--- src/flr_pkg.sv ---
package flr_pkg;

    // ==========================================================
    // Timing.
    localparam int FLR_CLK_PERIOD_NS = 5;
    localparam int FLR_CYC_PER_MS    = 1000000 / FLR_CLK_PERIOD_NS;
    localparam int FLR_TMR_BASE_MS   = 100;
    localparam int FLR_TMR_STEP_MS   = 50;
    localparam int FLR_LOGIC_TMO_MS  = 850;

    // ==========================================================
    // Serial bus addressing.
    localparam logic [7:0] FLR_DEV_WR = 8'h60;
    localparam logic [7:0] FLR_DEV_RD = 8'h61;
    localparam logic [7:0] FLR_ADR_ID   = 8'h00;
    localparam logic [7:0] FLR_ADR_REV  = 8'h01;
    localparam logic [7:0] FLR_ADR_TMR  = 8'h02;
    localparam logic [7:0] FLR_ADR_CUR  = 8'h03;
    localparam logic [7:0] FLR_ADR_OUT  = 8'h04;
    localparam logic [7:0] FLR_ADR_FLT  = 8'h05;
    localparam logic [7:0] FLR_ADR_INP  = 8'h06;

    // ==========================================================
    // Reset values and writable bit masks.
    localparam logic [7:0] FLR_RST_TMR = 8'h0f;
    localparam logic [7:0] FLR_RST_CUR = 8'h61;
    localparam logic [7:0] FLR_RST_OUT = 8'hb4;
    localparam logic [7:0] FLR_RST_FLT = 8'h08;
    localparam logic [7:0] FLR_RST_INP = 8'h06;
    localparam logic [7:0] FLR_WM_TMR  = 8'h3f;
    localparam logic [7:0] FLR_WM_CUR  = 8'hf7;
    localparam logic [7:0] FLR_WM_OUT  = 8'hff;
    localparam logic [7:0] FLR_WM_FLT  = 8'h08;
    localparam logic [7:0] FLR_WM_INP  = 8'h06;
    localparam logic [7:0] FLR_FLT_MASK = 8'hf2;

    // ==========================================================
    // Field positions.
    localparam int FLR_VREF_LSB = 4;
    localparam int FLR_TMR_LSB  = 0;
    localparam int FLR_FLI_LSB  = 4;
    localparam int FLR_TRI_LSB  = 0;
    localparam int FLR_ILIM_LSB = 6;
    localparam int FLR_LVL_B    = 5;
    localparam int FLR_TORCH_B  = 4;
    localparam int FLR_OUTON_B  = 3;
    localparam int FLR_STB_B    = 2;
    localparam int FLR_MODE_LSB = 0;
    localparam int FLR_OVP_B    = 7;
    localparam int FLR_SC_B     = 6;
    localparam int FLR_OT_B     = 5;
    localparam int FLR_TMO_B    = 4;
    localparam int FLR_TWO_B    = 3;
    localparam int FLR_IL_B     = 1;
    localparam int FLR_POL_B    = 2;
    localparam int FLR_TXM_B    = 1;

    // ==========================================================
    // Output modes and fixed currents of the two-pin mode.
    localparam logic [1:0] FLR_MODE_STBY   = 2'h0;
    localparam logic [1:0] FLR_MODE_ASSIST = 2'h2;
    localparam logic [1:0] FLR_MODE_FLASH  = 2'h3;
    localparam logic [3:0] FLR_LG_FL_ONE   = 4'hf;
    localparam logic [3:0] FLR_LG_FL_TWO   = 4'h6;
    localparam logic [2:0] FLR_LG_TR_ONE   = 3'h3;
    localparam logic [2:0] FLR_LG_TR_TWO   = 3'h1;

    // ==========================================================
    // Pin synchroniser lanes.
    localparam int FLR_SYNC_W  = 11;
    localparam int FLR_S_SCL   = 0;
    localparam int FLR_S_SDA   = 1;
    localparam int FLR_S_BUS   = 2;
    localparam int FLR_S_STB   = 3;
    localparam int FLR_S_TORCH = 4;
    localparam int FLR_S_TXM   = 5;
    localparam int FLR_S_OVP   = 6;
    localparam int FLR_S_SC    = 7;
    localparam int FLR_S_OT    = 8;
    localparam int FLR_S_IL    = 9;
    localparam int FLR_S_VF    = 10;

    typedef enum logic [1:0] {
        LT_OFF,
        LT_ASSIST,
        LT_TORCH,
        LT_FLASH
    } flr_light_type;

    typedef struct packed {
        logic          on;
        flr_light_type light;
        logic [3:0]    i_code;
        logic [1:0]    ilim;
        logic [1:0]    vref;
        logic          reduce;
    } flr_drive_type;

endpackage

--- src/flr_ctrl_regs.sv ---
// Overview of operation
// - Read-only design ID at 0x00.
// - Read-only silicon revision at 0x01.
// - 0x02[5:4] picks LED-count comparator reference.
// - 0x02[3:0] flash timer, 100 ms plus 50/step.
// - 0x03[7:4] flash current, 200 mA plus 20/step.
// - 0x03[2:0] torch and assist current code.
// - 0x04[7:6] inductor peak current limit.
// - 0x04[5] strobe edge or level sensitive.
// - 0x04[4] permits the torch pin.
// - 0x04[3] switches the LED current output.
// - 0x04[2] enables the strobe pin.
// - 0x04[1:0] standby, assist or flash mode.
// - 0x05 read-only fault flags reset to zero.
// - 0x05[3] writable LED count, default two.
// - 0x06[2] strobe trigger polarity.
// - 0x06[1] lets transmit mask reduce flash current.
// - Any fault shuts output and sets flag.
// - Host reading fault register clears its flags.
// - Stay disabled until fault flags cleared.
// - Answer bus address bytes 0x60 and 0x61.
// - Subaddress auto-increments after each data byte.
// - Undervoltage reset restores all register defaults.
// - 0x04[3] enables LED-count detection at start.
`timescale 1ns/10ps
`default_nettype none

module flr_ctrl_regs #(
    parameter logic [7:0] P_DESIGN_ID  = 8'h5a, // Arbitrary value.
    parameter logic [7:0] P_SI_REV     = 8'h0c, // Arbitrary value.
    parameter int         P_CYC_PER_MS = flr_pkg::FLR_CYC_PER_MS
) (
    // Clock and undervoltage reset.
    input  wire logic            i_clk_sys,
    input  wire logic            i_rst_b,
    // Serial bus, doubling as ctrl_pin_a and ctrl_pin_b.
    input  wire logic            i_scl,
    input  wire logic            i_sda,
    output logic                 o_sda,
    output logic                 o_sda_oe,
    // Mode select and light request pins.
    input  wire logic            i_bus_mode,
    input  wire logic            i_strobe,
    input  wire logic            i_torch,
    input  wire logic            i_tx_mask,
    // Analog fault and forward voltage comparators.
    input  wire logic            i_flt_ovp,
    input  wire logic            i_flt_short,
    input  wire logic            i_flt_otemp,
    input  wire logic            i_flt_ilim,
    input  wire logic            i_vf_high,
    // Control of the LED current output.
    output flr_pkg::flr_drive_type o_drive,
    output logic                 o_shutdown
);
    import flr_pkg::*;

    // ==========================================================
    // Pin synchronisation and edge detection.
    logic [FLR_SYNC_W-1:0] pin;
    logic                  scl;
    logic                  sda;
    logic                  bus_on;
    logic                  scl_p_q;
    logic                  sda_p_q;
    logic                  stb_p_q;
    logic                  start;
    logic                  stop;
    logic                  rise;
    logic                  fall;
    logic                  stb_act;
    logic                  stb_edge;

    flr_sync u_sync (
        .i_clk_sys (i_clk_sys),
        .i_rst_b   (i_rst_b),
        .i_d       ({i_vf_high, i_flt_ilim, i_flt_otemp, i_flt_short,
                     i_flt_ovp, i_tx_mask, i_torch, i_strobe,
                     i_bus_mode, i_sda, i_scl}),
        .o_q       (pin)
    );

    assign scl    = pin[FLR_S_SCL];
    assign sda    = pin[FLR_S_SDA];
    assign bus_on = pin[FLR_S_BUS];

    always_ff @(posedge i_clk_sys or negedge i_rst_b) begin
        if (!i_rst_b) begin
            scl_p_q <= 1'b1;
            sda_p_q <= 1'b1;
            stb_p_q <= 1'b0;
        end else begin
            scl_p_q <= scl;
            sda_p_q <= sda;
            stb_p_q <= stb_act;
        end
    end

    assign start = bus_on && scl && scl_p_q && sda_p_q && !sda;
    assign stop  = bus_on && scl && scl_p_q && !sda_p_q && sda;
    assign rise  = bus_on && scl && !scl_p_q;
    assign fall  = bus_on && !scl && scl_p_q;

    // ==========================================================
    // Registers.
    logic [7:0] tmr_q;
    logic [7:0] cur_q;
    logic [7:0] out_q;
    logic [7:0] flt_q;
    logic [7:0] flt_d;
    logic [7:0] inp_q;
    logic [7:0] flt_set;
    logic       flt_any;
    logic       wr_stb;
    logic       rd_stb;
    logic [7:0] ptr_q;
    logic [7:0] sh_q;
    logic [7:0] rd_data;
    logic       tmo_set;
    logic       sw_done;
    logic       det_stb;
    logic       pins_low;
    flr_light_type light_q;
    flr_light_type light_d;

    assign flt_any = |(flt_q & FLR_FLT_MASK);

    // Reset is the undervoltage lockout, so every register returns home.
    always_ff @(posedge i_clk_sys or negedge i_rst_b) begin
        if (!i_rst_b) begin
            tmr_q <= FLR_RST_TMR;
            cur_q <= FLR_RST_CUR;
            inp_q <= FLR_RST_INP;
        end else if (wr_stb) begin
            unique case (ptr_q)
                FLR_ADR_TMR: tmr_q <= sh_q & FLR_WM_TMR;
                FLR_ADR_CUR: cur_q <= sh_q & FLR_WM_CUR;
                FLR_ADR_INP: inp_q <= sh_q & FLR_WM_INP;
                default: ;
            endcase
        end
    end

    // A completed software flash returns the mode field to standby.
    always_ff @(posedge i_clk_sys or negedge i_rst_b) begin
        if (!i_rst_b) begin
            out_q <= FLR_RST_OUT;
        end else if (wr_stb && ptr_q == FLR_ADR_OUT) begin
            out_q <= sh_q & FLR_WM_OUT;
        end else if (sw_done) begin
            out_q[FLR_MODE_LSB+:2] <= FLR_MODE_STBY;
        end
    end

    // Fault flags: a new fault wins over a clear in the same cycle.
    assign flt_set = {pin[FLR_S_OVP], pin[FLR_S_SC], pin[FLR_S_OT],
                      tmo_set, 2'b00, pin[FLR_S_IL], 1'b0};
    assign pins_low = !bus_on && !scl && !sda && !pin[FLR_S_TORCH];

    always_comb begin
        flt_d = flt_q;
        if ((rd_stb && ptr_q == FLR_ADR_FLT) || pins_low) begin
            flt_d = flt_q & ~FLR_FLT_MASK;
        end
        if (wr_stb && ptr_q == FLR_ADR_FLT) begin
            flt_d[FLR_TWO_B] = sh_q[FLR_TWO_B];
        end
        if (det_stb) begin
            flt_d[FLR_TWO_B] = pin[FLR_S_VF];
        end
        flt_d = flt_d | (flt_set & FLR_FLT_MASK);
    end

    always_ff @(posedge i_clk_sys or negedge i_rst_b) begin
        if (!i_rst_b) begin
            flt_q      <= FLR_RST_FLT;
            o_shutdown <= 1'b0;
        end else begin
            flt_q      <= flt_d;
            o_shutdown <= |(flt_d & FLR_FLT_MASK);
        end
    end

    always_comb begin
        unique case (ptr_q)
            FLR_ADR_ID:  rd_data = P_DESIGN_ID;
            FLR_ADR_REV: rd_data = P_SI_REV;
            FLR_ADR_TMR: rd_data = tmr_q;
            FLR_ADR_CUR: rd_data = cur_q;
            FLR_ADR_OUT: rd_data = out_q;
            FLR_ADR_FLT: rd_data = flt_q;
            FLR_ADR_INP: rd_data = inp_q;
            default:     rd_data = 8'h00;
        endcase
    end

    // ==========================================================
    // Serial bus slave.
    typedef enum logic [2:0] {
        BS_IDLE,
        BS_ADDR,
        BS_SUB,
        BS_WR,
        BS_RD
    } flr_bus_type;

    flr_bus_type bs_q;
    logic [3:0]  cnt_q;
    logic [7:0]  tx_q;
    logic        rd_q;
    logic        nack_q;

    assign wr_stb = fall && cnt_q == 4'h8 && bs_q == BS_WR;
    assign rd_stb = fall && cnt_q == 4'h9 &&
                    ((bs_q == BS_ADDR && rd_q) || (bs_q == BS_RD && !nack_q));
    assign o_sda  = 1'b0;

    always_ff @(posedge i_clk_sys or negedge i_rst_b) begin
        if (!i_rst_b) begin
            bs_q     <= BS_IDLE;
            cnt_q    <= 4'h0;
            sh_q     <= 8'h00;
            tx_q     <= 8'h00;
            ptr_q    <= 8'h00;
            rd_q     <= 1'b0;
            nack_q   <= 1'b0;
            o_sda_oe <= 1'b0;
        end else if (!bus_on || stop) begin
            bs_q     <= BS_IDLE;
            o_sda_oe <= 1'b0;
        end else if (start) begin
            bs_q     <= BS_ADDR;
            cnt_q    <= 4'h0;
            o_sda_oe <= 1'b0;
        end else if (rise && bs_q != BS_IDLE) begin
            if (cnt_q < 4'h8) begin
                sh_q  <= {sh_q[6:0], sda};
                cnt_q <= cnt_q + 4'h1;
            end else if (cnt_q == 4'h8) begin
                nack_q <= sda;
                cnt_q  <= 4'h9;
            end
        end else if (fall && bs_q != BS_IDLE) begin
            if (cnt_q == 4'h8) begin
                o_sda_oe <= 1'b1;
                unique case (bs_q)
                    BS_ADDR: begin
                        rd_q <= (sh_q == FLR_DEV_RD);
                        if (sh_q != FLR_DEV_WR && sh_q != FLR_DEV_RD) begin
                            bs_q     <= BS_IDLE;
                            o_sda_oe <= 1'b0;
                        end
                    end
                    BS_SUB: ptr_q <= sh_q;
                    BS_WR:  ptr_q <= ptr_q + 8'h1;
                    BS_RD:  o_sda_oe <= 1'b0;
                    default: ;
                endcase
            end else if (cnt_q == 4'h9) begin
                cnt_q    <= 4'h0;
                o_sda_oe <= 1'b0;
                if (rd_stb) begin
                    bs_q     <= BS_RD;
                    tx_q     <= rd_data;
                    o_sda_oe <= !rd_data[7];
                    ptr_q    <= ptr_q + 8'h1;
                end else if (bs_q == BS_ADDR) begin
                    bs_q <= BS_SUB;
                end else if (bs_q == BS_SUB) begin
                    bs_q <= BS_WR;
                end else if (bs_q == BS_RD) begin
                    bs_q <= BS_IDLE;
                end
            end else if (bs_q == BS_RD && cnt_q != 4'h0) begin
                tx_q     <= {tx_q[6:0], 1'b0};
                o_sda_oe <= !tx_q[6];
            end
        end
    end

    // ==========================================================
    // Light control.
    logic [1:0]  mode;
    logic        stb_en;
    logic        lvl;
    logic        two;
    logic        flash_go;
    logic        tmr_done;
    logic        reduce;
    logic [31:0] tmr_ms;
    logic [31:0] tmr_lim;
    flr_light_type base;

    assign mode     = out_q[FLR_MODE_LSB+:2];
    assign stb_en   = out_q[FLR_STB_B];
    assign lvl      = out_q[FLR_LVL_B];
    assign two      = flt_q[FLR_TWO_B];
    assign stb_act  = pin[FLR_S_STB] ~^ inp_q[FLR_POL_B];
    assign stb_edge = stb_act && !stb_p_q;
    assign flash_go = mode == FLR_MODE_FLASH &&
                      (!stb_en || (lvl ? stb_act : stb_edge));
    assign tmr_ms   = bus_on ? FLR_TMR_BASE_MS + FLR_TMR_STEP_MS *
                      int'(tmr_q[FLR_TMR_LSB+:4]) : FLR_LOGIC_TMO_MS;
    assign tmr_lim  = 32'(tmr_ms * P_CYC_PER_MS);

    flr_flash_timer u_timer (
        .i_clk_sys (i_clk_sys),
        .i_rst_b   (i_rst_b),
        .i_run     (light_q == LT_FLASH),
        .i_limit   (tmr_lim),
        .o_done    (tmr_done)
    );

    always_comb begin
        if (mode == FLR_MODE_ASSIST || (mode == FLR_MODE_FLASH && stb_en)) begin
            base = LT_ASSIST;
        end else if (pin[FLR_S_TORCH] && out_q[FLR_TORCH_B]) begin
            base = LT_TORCH;
        end else begin
            base = LT_OFF;
        end
    end

    always_comb begin
        light_d = LT_OFF;
        tmo_set = 1'b0;
        sw_done = 1'b0;
        if (flt_any) begin
            light_d = LT_OFF;
        end else if (bus_on) begin
            if (light_q != LT_FLASH) begin
                light_d = flash_go ? LT_FLASH : base;
            end else if (mode != FLR_MODE_FLASH) begin
                light_d = base;
            end else if (tmr_done) begin
                light_d = base;
                tmo_set = stb_en && lvl;
                sw_done = !stb_en;
            end else if (stb_en && lvl && !stb_act) begin
                light_d = base;
            end else begin
                light_d = LT_FLASH;
            end
        end else begin
            unique case ({scl, sda})
                2'b11: begin
                    light_d = tmr_done ? LT_OFF : LT_FLASH;
                    tmo_set = tmr_done;
                end
                2'b01: light_d = LT_ASSIST;
                2'b00: light_d = pin[FLR_S_TORCH] ? LT_TORCH : LT_OFF;
                2'b10: light_d = LT_OFF;
            endcase
        end
    end

    assign det_stb = bus_on && out_q[FLR_OUTON_B] &&
                     light_q == LT_OFF && light_d != LT_OFF;
    assign reduce  = light_d == LT_FLASH && pin[FLR_S_TXM] &&
                     (!bus_on || inp_q[FLR_TXM_B]);

    always_ff @(posedge i_clk_sys or negedge i_rst_b) begin
        if (!i_rst_b) begin
            light_q <= LT_OFF;
            o_drive <= '0;
        end else begin
            light_q        <= light_d;
            o_drive.light  <= light_d;
            o_drive.on     <= light_d != LT_OFF &&
                              (!bus_on || out_q[FLR_OUTON_B]);
            o_drive.ilim   <= out_q[FLR_ILIM_LSB+:2];
            o_drive.vref   <= tmr_q[FLR_VREF_LSB+:2];
            o_drive.reduce <= reduce;
            if (light_d == LT_FLASH && !reduce) begin
                o_drive.i_code <= bus_on ? cur_q[FLR_FLI_LSB+:4] :
                                  (two ? FLR_LG_FL_TWO : FLR_LG_FL_ONE);
            end else begin
                o_drive.i_code <= {1'b0, bus_on ? cur_q[FLR_TRI_LSB+:3] :
                                  (two ? FLR_LG_TR_TWO : FLR_LG_TR_ONE)};
            end
        end
    end

endmodule

`default_nettype wire

--- src/flr_sync.sv ---
`timescale 1ns/10ps
`default_nettype none

module flr_sync (
    // Clock and reset.
    input  wire logic                           i_clk_sys,
    input  wire logic                           i_rst_b,
    // Asynchronous inputs and their synchronised copies.
    input  wire logic [flr_pkg::FLR_SYNC_W-1:0] i_d,
    output logic      [flr_pkg::FLR_SYNC_W-1:0] o_q
);
    import flr_pkg::*;

    logic [FLR_SYNC_W-1:0] meta_q;

    always_ff @(posedge i_clk_sys or negedge i_rst_b) begin
        if (!i_rst_b) begin
            meta_q <= '0;
            o_q    <= '0;
        end else begin
            meta_q <= i_d;
            o_q    <= meta_q;
        end
    end

endmodule

`default_nettype wire

--- src/flr_flash_timer.sv ---
`timescale 1ns/10ps
`default_nettype none

module flr_flash_timer (
    // Clock and reset.
    input  wire logic        i_clk_sys,
    input  wire logic        i_rst_b,
    // Run level, limit in cycles, expiry level.
    input  wire logic        i_run,
    input  wire logic [31:0] i_limit,
    output logic             o_done
);
    import flr_pkg::*;

    logic [31:0] cnt_q;

    // The count restarts whenever the run level drops.
    always_ff @(posedge i_clk_sys or negedge i_rst_b) begin
        if (!i_rst_b) begin
            cnt_q <= 32'h0;
        end else if (!i_run) begin
            cnt_q <= 32'h0;
        end else if (cnt_q != i_limit) begin
            cnt_q <= cnt_q + 32'h1;
        end
    end

    assign o_done = i_run && (cnt_q == i_limit);

endmodule

`default_nettype wire

--- config.mk ---
export PLATFORM = sky130hd
export DESIGN_NAME = flr_ctrl_regs
export DESIGN_NICKNAME = d
export VERILOG_FILES = /design/src/flr_pkg.sv /design/src/flr_ctrl_regs.sv /design/src/flr_sync.sv /design/src/flr_flash_timer.sv
export SDC_FILE = /design/constraint.sdc
export NUM_CORES = 1
export LEC_CHECK = 0
export BUFFER_PORTS_ARGS = -buffer_cell sky130_fd_sc_hd__buf_4
export CAP_MARGIN = 5
export CORE_ASPECT_RATIO = 1.75
export CORE_MARGIN = 2
export CORE_UTILIZATION = 68
export DETAILED_ROUTE_END_ITERATION = 7
export PLACE_DENSITY = 0.86
export SYNTH_ARGS = -nofsm -noshare
export SYNTH_HDL_FRONTEND = slang
export SYNTH_SLANG_ARGS = --single-unit
--- constraint.sdc ---
create_clock -name i_clk_sys -period 17 [get_ports i_clk_sys]
set_input_delay 0.85 -clock i_clk_sys [delete_from_list [all_inputs] [get_ports i_clk_sys]]
set_output_delay 0.85 -clock i_clk_sys [all_outputs]
set_load 0.1 [all_outputs]
==> flow_summary.yaml <==
placed_design:
  dp_hpwl_microns: 16930
  dpl.cell_count: 1101
  place.gp.congestion: 1.045
  io_buffer_count: 26
setup_path:
  end_kind: "register"
  crit_start: "tmr_q[1]$_DFFE_PN1P_"
  critical-path-slowest-cell: "or4_1"
  endpoint: "flt_q[3]$_DFFE_PN1P_"
  start_kind: "register"
  worstRegToRegCells: 24
  cp_common_cell: "ha_1"
  critPathKind: "register to register"
  cp.depth: 24
  cp_max_fo: 9
  worstPathRequired_ps: 17350
  arrival_ps: 8190
  cp_top_family: "adder cells"
  r2r_end: "flt_q[3]$_DFFE_PN1P_"
  reg2reg_from: "tmr_q[1]$_DFFE_PN1P_"
  cp_cell_sequence: "ha_1 > ha_1 > fa_1 > nor3b_1 > nor3_1 > xnor2_1 > nand2_1 > ha_1 > ha_1 > inv_1 > fa_1 > fa_1 > inv_1 > ha_1 > ha_1 > a21oi_2 > o21ai_0 > a221oi_1 > nand4_1 > or4b_1 > or4_1 > o21a_1 > o2111ai_2 > mux2_1"
  crit_buf_inv: 2
  max_stage_delay_ps: 630
  reg2reg_setup_slack_ps: 9160
sta:
  fin_crit_ps: 7839
  drv_slew: 0
  hold_viol_final: 0
  slew_headroom_pct: 22.89
  rsz0062_at_grt: "false"
  setup_tns_ps: 0
  period_share_pct: 46.11
  tightest_slew_ps: 1149
  final.setup_skew_ps: 10.35
  fmax_mhz: 127.6
  finalSetupViolCount: 0
drt:
  wirelength_microns: 22860
  drtPass1Iterations: 8
  wl_met2_microns: 12340
  drtAntennaViolNets: 0
  wl_met1_microns: 7674
  vias: 7292
  met3WireLength_microns: 1051
  via_per_inst: 6.436
  drtIter0Drc: 509
  highest_layer: "met4"
  wl_per_cell_microns: 20.18
  drc: 4
clocking:
  h-tree-depth: 4
  cts_hold_buf: 0
  cts_setup_buffers: 0
  numCtsBuffers: 17
  clock_sinks: 132
  clockBufferDepth: 2
  cts-resized-gates: 0
  root_buffer: "clkbuf_16"
  cts.clk_slew.worst_paths_ps: 60
  cts_tree: "built"
  clk_latency_ps: 420
floorplanning:
  start_util_pct: 68.91
  rows: 55
  io_pins: 28
  die_area_sq_mm: 0.01401
  dieWidth_microns: 90.32
  die_h_microns: 155.1
  coreArea_sq_mm: 0.01287
synth:
  synth-edff-count: 0
  async_reset_ff_share_pct: 100.0
  seq_area_frac_synth_pct: 37.48
  synth_nets: 1052
  avgSynthCellArea_sq_um: 9.566
  synth_area_sq_mm: 0.008867
  yosysUniqueCellTypes: 73
  synth-main-ff-cell: "dfrtp_1"
  syn_inst: 927
  synth_seq_cells: 132
  yosysWarnings: 0
status:
  violations: "DRC"
  status: "finished with violations"
final_layout:
  regArea_sq_mm: 0.003323
  n_fill_cell: 890
  layout-drive-gt1-share_pct: 12.27
  diodes: 0
  multi_input_area_sq_mm: 0.005165
  area_growth_pct: 10.40
  fin_cells: 1133
  nets: 1074
global_route:
  antenna_found_initial: 0
  first_global_vias: 7744
  gr-total-overflow: 0
  grt_pass1_wl_microns: 38110
  grt.total_usage_pct: 34.82
  grt_max_degree: 77
min_path:
  hold_path.class: "register to register"
power_and_ir_drop:
  ir_drop_mv: 0.1012
  p_leak_nw: 4.423
  p_per_area_mw_per_mm2: 89.06
run:
  max_cap_viol_count: 0
[cell type report]
type	count	share of cell area, %
clock inverter	15	1.738
clock buffer	17	4.346
multi-input combinational	698	52.76
inverter	70	2.684
sequential	132	33.95
tap	171	2.186
timing repair buffer	30	2.339
[sequential cells by signal (all words and copies together), names as in the netlist, 8 cells and up]
signal         cells
out_q              8
sh_q               8
o_drive           10
u_timer.cnt_q     32
u_sync.o_q        11
u_sync.meta_q     11
ptr_q              8
[worst register-to-register path: cells and delay by family, from the launching register on]
kind | cells | cell delay (ps)
compound gates | 5 | 1360
xor+xnor | 1 | 140
fa+ha+maj | 9 | 3230
buf+inv | 2 | 90
flops | 1 | 620
mux | 1 | 330
simple gates | 6 | 1990
[cells in the final DEF (no fill, tap or decap), types with 8 or more instances in the layout]
| master | count |
|---|---|
| and3_1 | 11 |
| nand3_1 | 21 |
| xor2_1 | 29 |
| nand2_1 | 73 |
| a21oi_1 | 66 |
| nor2b_1 | 14 |
| dfrtp_1 | 116 |
| dfstp_2 | 16 |
| inv_1 | 70 |
| nand4_1 | 8 |
| nor2_1 | 73 |
| or3_1 | 14 |
| fa_1 | 20 |
| xnor2_1 | 36 |
| nand2b_1 | 11 |
| mux2_2 | 29 |
| o21ai_0 | 62 |
| clkbuf_16 | 17 |
| buf_4 | 29 |
| nor3_1 | 18 |
| nor4_1 | 11 |
| ha_1 | 92 |
[synth_stat cells (4+ instances only)]
| library cell | n | area (sq um) |
|---|---|---|
| o21ai_0 | 62 | 310.3 |
| dfstp_2 | 16 | 420.4 |
| ha_1 | 92 | 1151 |
| nand2b_1 | 11 | 68.82 |
| a21oi_1 | 66 | 330.3 |
| or3_1 | 14 | 87.58 |
| a211oi_1 | 6 | 45.04 |
| and2_1 | 4 | 25.02 |
| a221oi_1 | 7 | 61.31 |
| nor2b_1 | 14 | 87.58 |
| a31oi_1 | 6 | 37.54 |
| a22o_1 | 4 | 35.03 |
| mux2_2 | 29 | 326.6 |
| xor2_1 | 29 | 254.0 |
| o31ai_1 | 4 | 30.03 |
| nor4_1 | 11 | 68.82 |
| xnor2_1 | 36 | 315.3 |
| nor3_1 | 18 | 90.09 |
| nand2_1 | 73 | 274.0 |
| fa_1 | 20 | 400.4 |
| dfrtp_1 | 116 | 2903 |
| a21o_1 | 7 | 52.55 |
| clkbuf_1 | 21 | 78.83 |
| nor2_1 | 73 | 274.0 |
| nor3b_1 | 4 | 30.03 |
| inv_1 | 70 | 262.8 |
| nand4_1 | 8 | 50.05 |
| and3_1 | 11 | 68.82 |
| or4_1 | 5 | 37.54 |
| nand3_1 | 21 | 105.1 |
| or2_2 | 5 | 31.28 |
| a22oi_1 | 7 | 52.55 |
[stage by stage]
stage               worst slack (ps)  area [sq um]  hold slack, ps  util (%)  total power [mW]
finish                          9161          9789           347.8     76.07            0.8718
global route                    8842          9789           353.1     76.07            0.9085
CTS                             9241          9789           350.0     76.07            0.8723
detailed placement              9257          9194           334.7     71.44            0.5018
global placement                9341          9194           332.5     71.44            0.5017
floorplan                       9962          8867           331.2         -            0.4534
[metal layers]
layer	vias to the layer above	global-route usage (%)
met3	119	6.586
met4	0	26.37
met5	-	0
met1	3534	33.91
met2	304	64.27
li1	3335	-
[worst min-delay path by stage]
| stage | from | endpoint | slack (ps) | cells past startpoint |
|---|---|---|---|---|
| final | u_sync.meta_q[7]$_DFF_PN0_ | u_sync.o_q[7]$_DFF_PN0_ | 350 | 0 |
| after global routing | u_sync.meta_q[6]$_DFF_PN0_ | u_sync.o_q[6]$_DFF_PN0_ | 350 | 0 |
| after CTS | u_sync.meta_q[9]$_DFF_PN0_ | u_sync.o_q[9]$_DFF_PN0_ | 350 | 0 |
| after detailed placement | u_sync.meta_q[3]$_DFF_PN0_ | u_sync.o_q[3]$_DFF_PN0_ | 330 | 0 |
| after global placement | u_sync.meta_q[1]$_DFF_PN0_ | u_sync.o_q[1]$_DFF_PN0_ | 330 | 0 |
| after floorplan | u_sync.meta_q[0]$_DFF_PN0_ | u_sync.o_q[0]$_DFF_PN0_ | 330 | 0 |
[power breakdown]
part	total, mW	internal (mW)	switching, mW
Clock	0.371	0.220	0.151
Combinational	0.171	0.0646	0.106
Sequential	0.330	0.321	0.00858
[cells by family (layout without fill, tap and decap cells)]
kind of cell,after synthesis,after routing,synth area share [%]
AND/OR/NAND/NOR,280,280,15.52
AO/OA/AOI/OAI,207,207,14.62
flip-flops,132,132,37.48
adder cells (fa/ha/maj),112,112,17.50
buffers and inverters,97,132,4.275
XOR/XNOR,65,65,6.420
multiplexers,33,33,4.148
other,1,1,0.04229
Power figures use the tool's default switching activity.
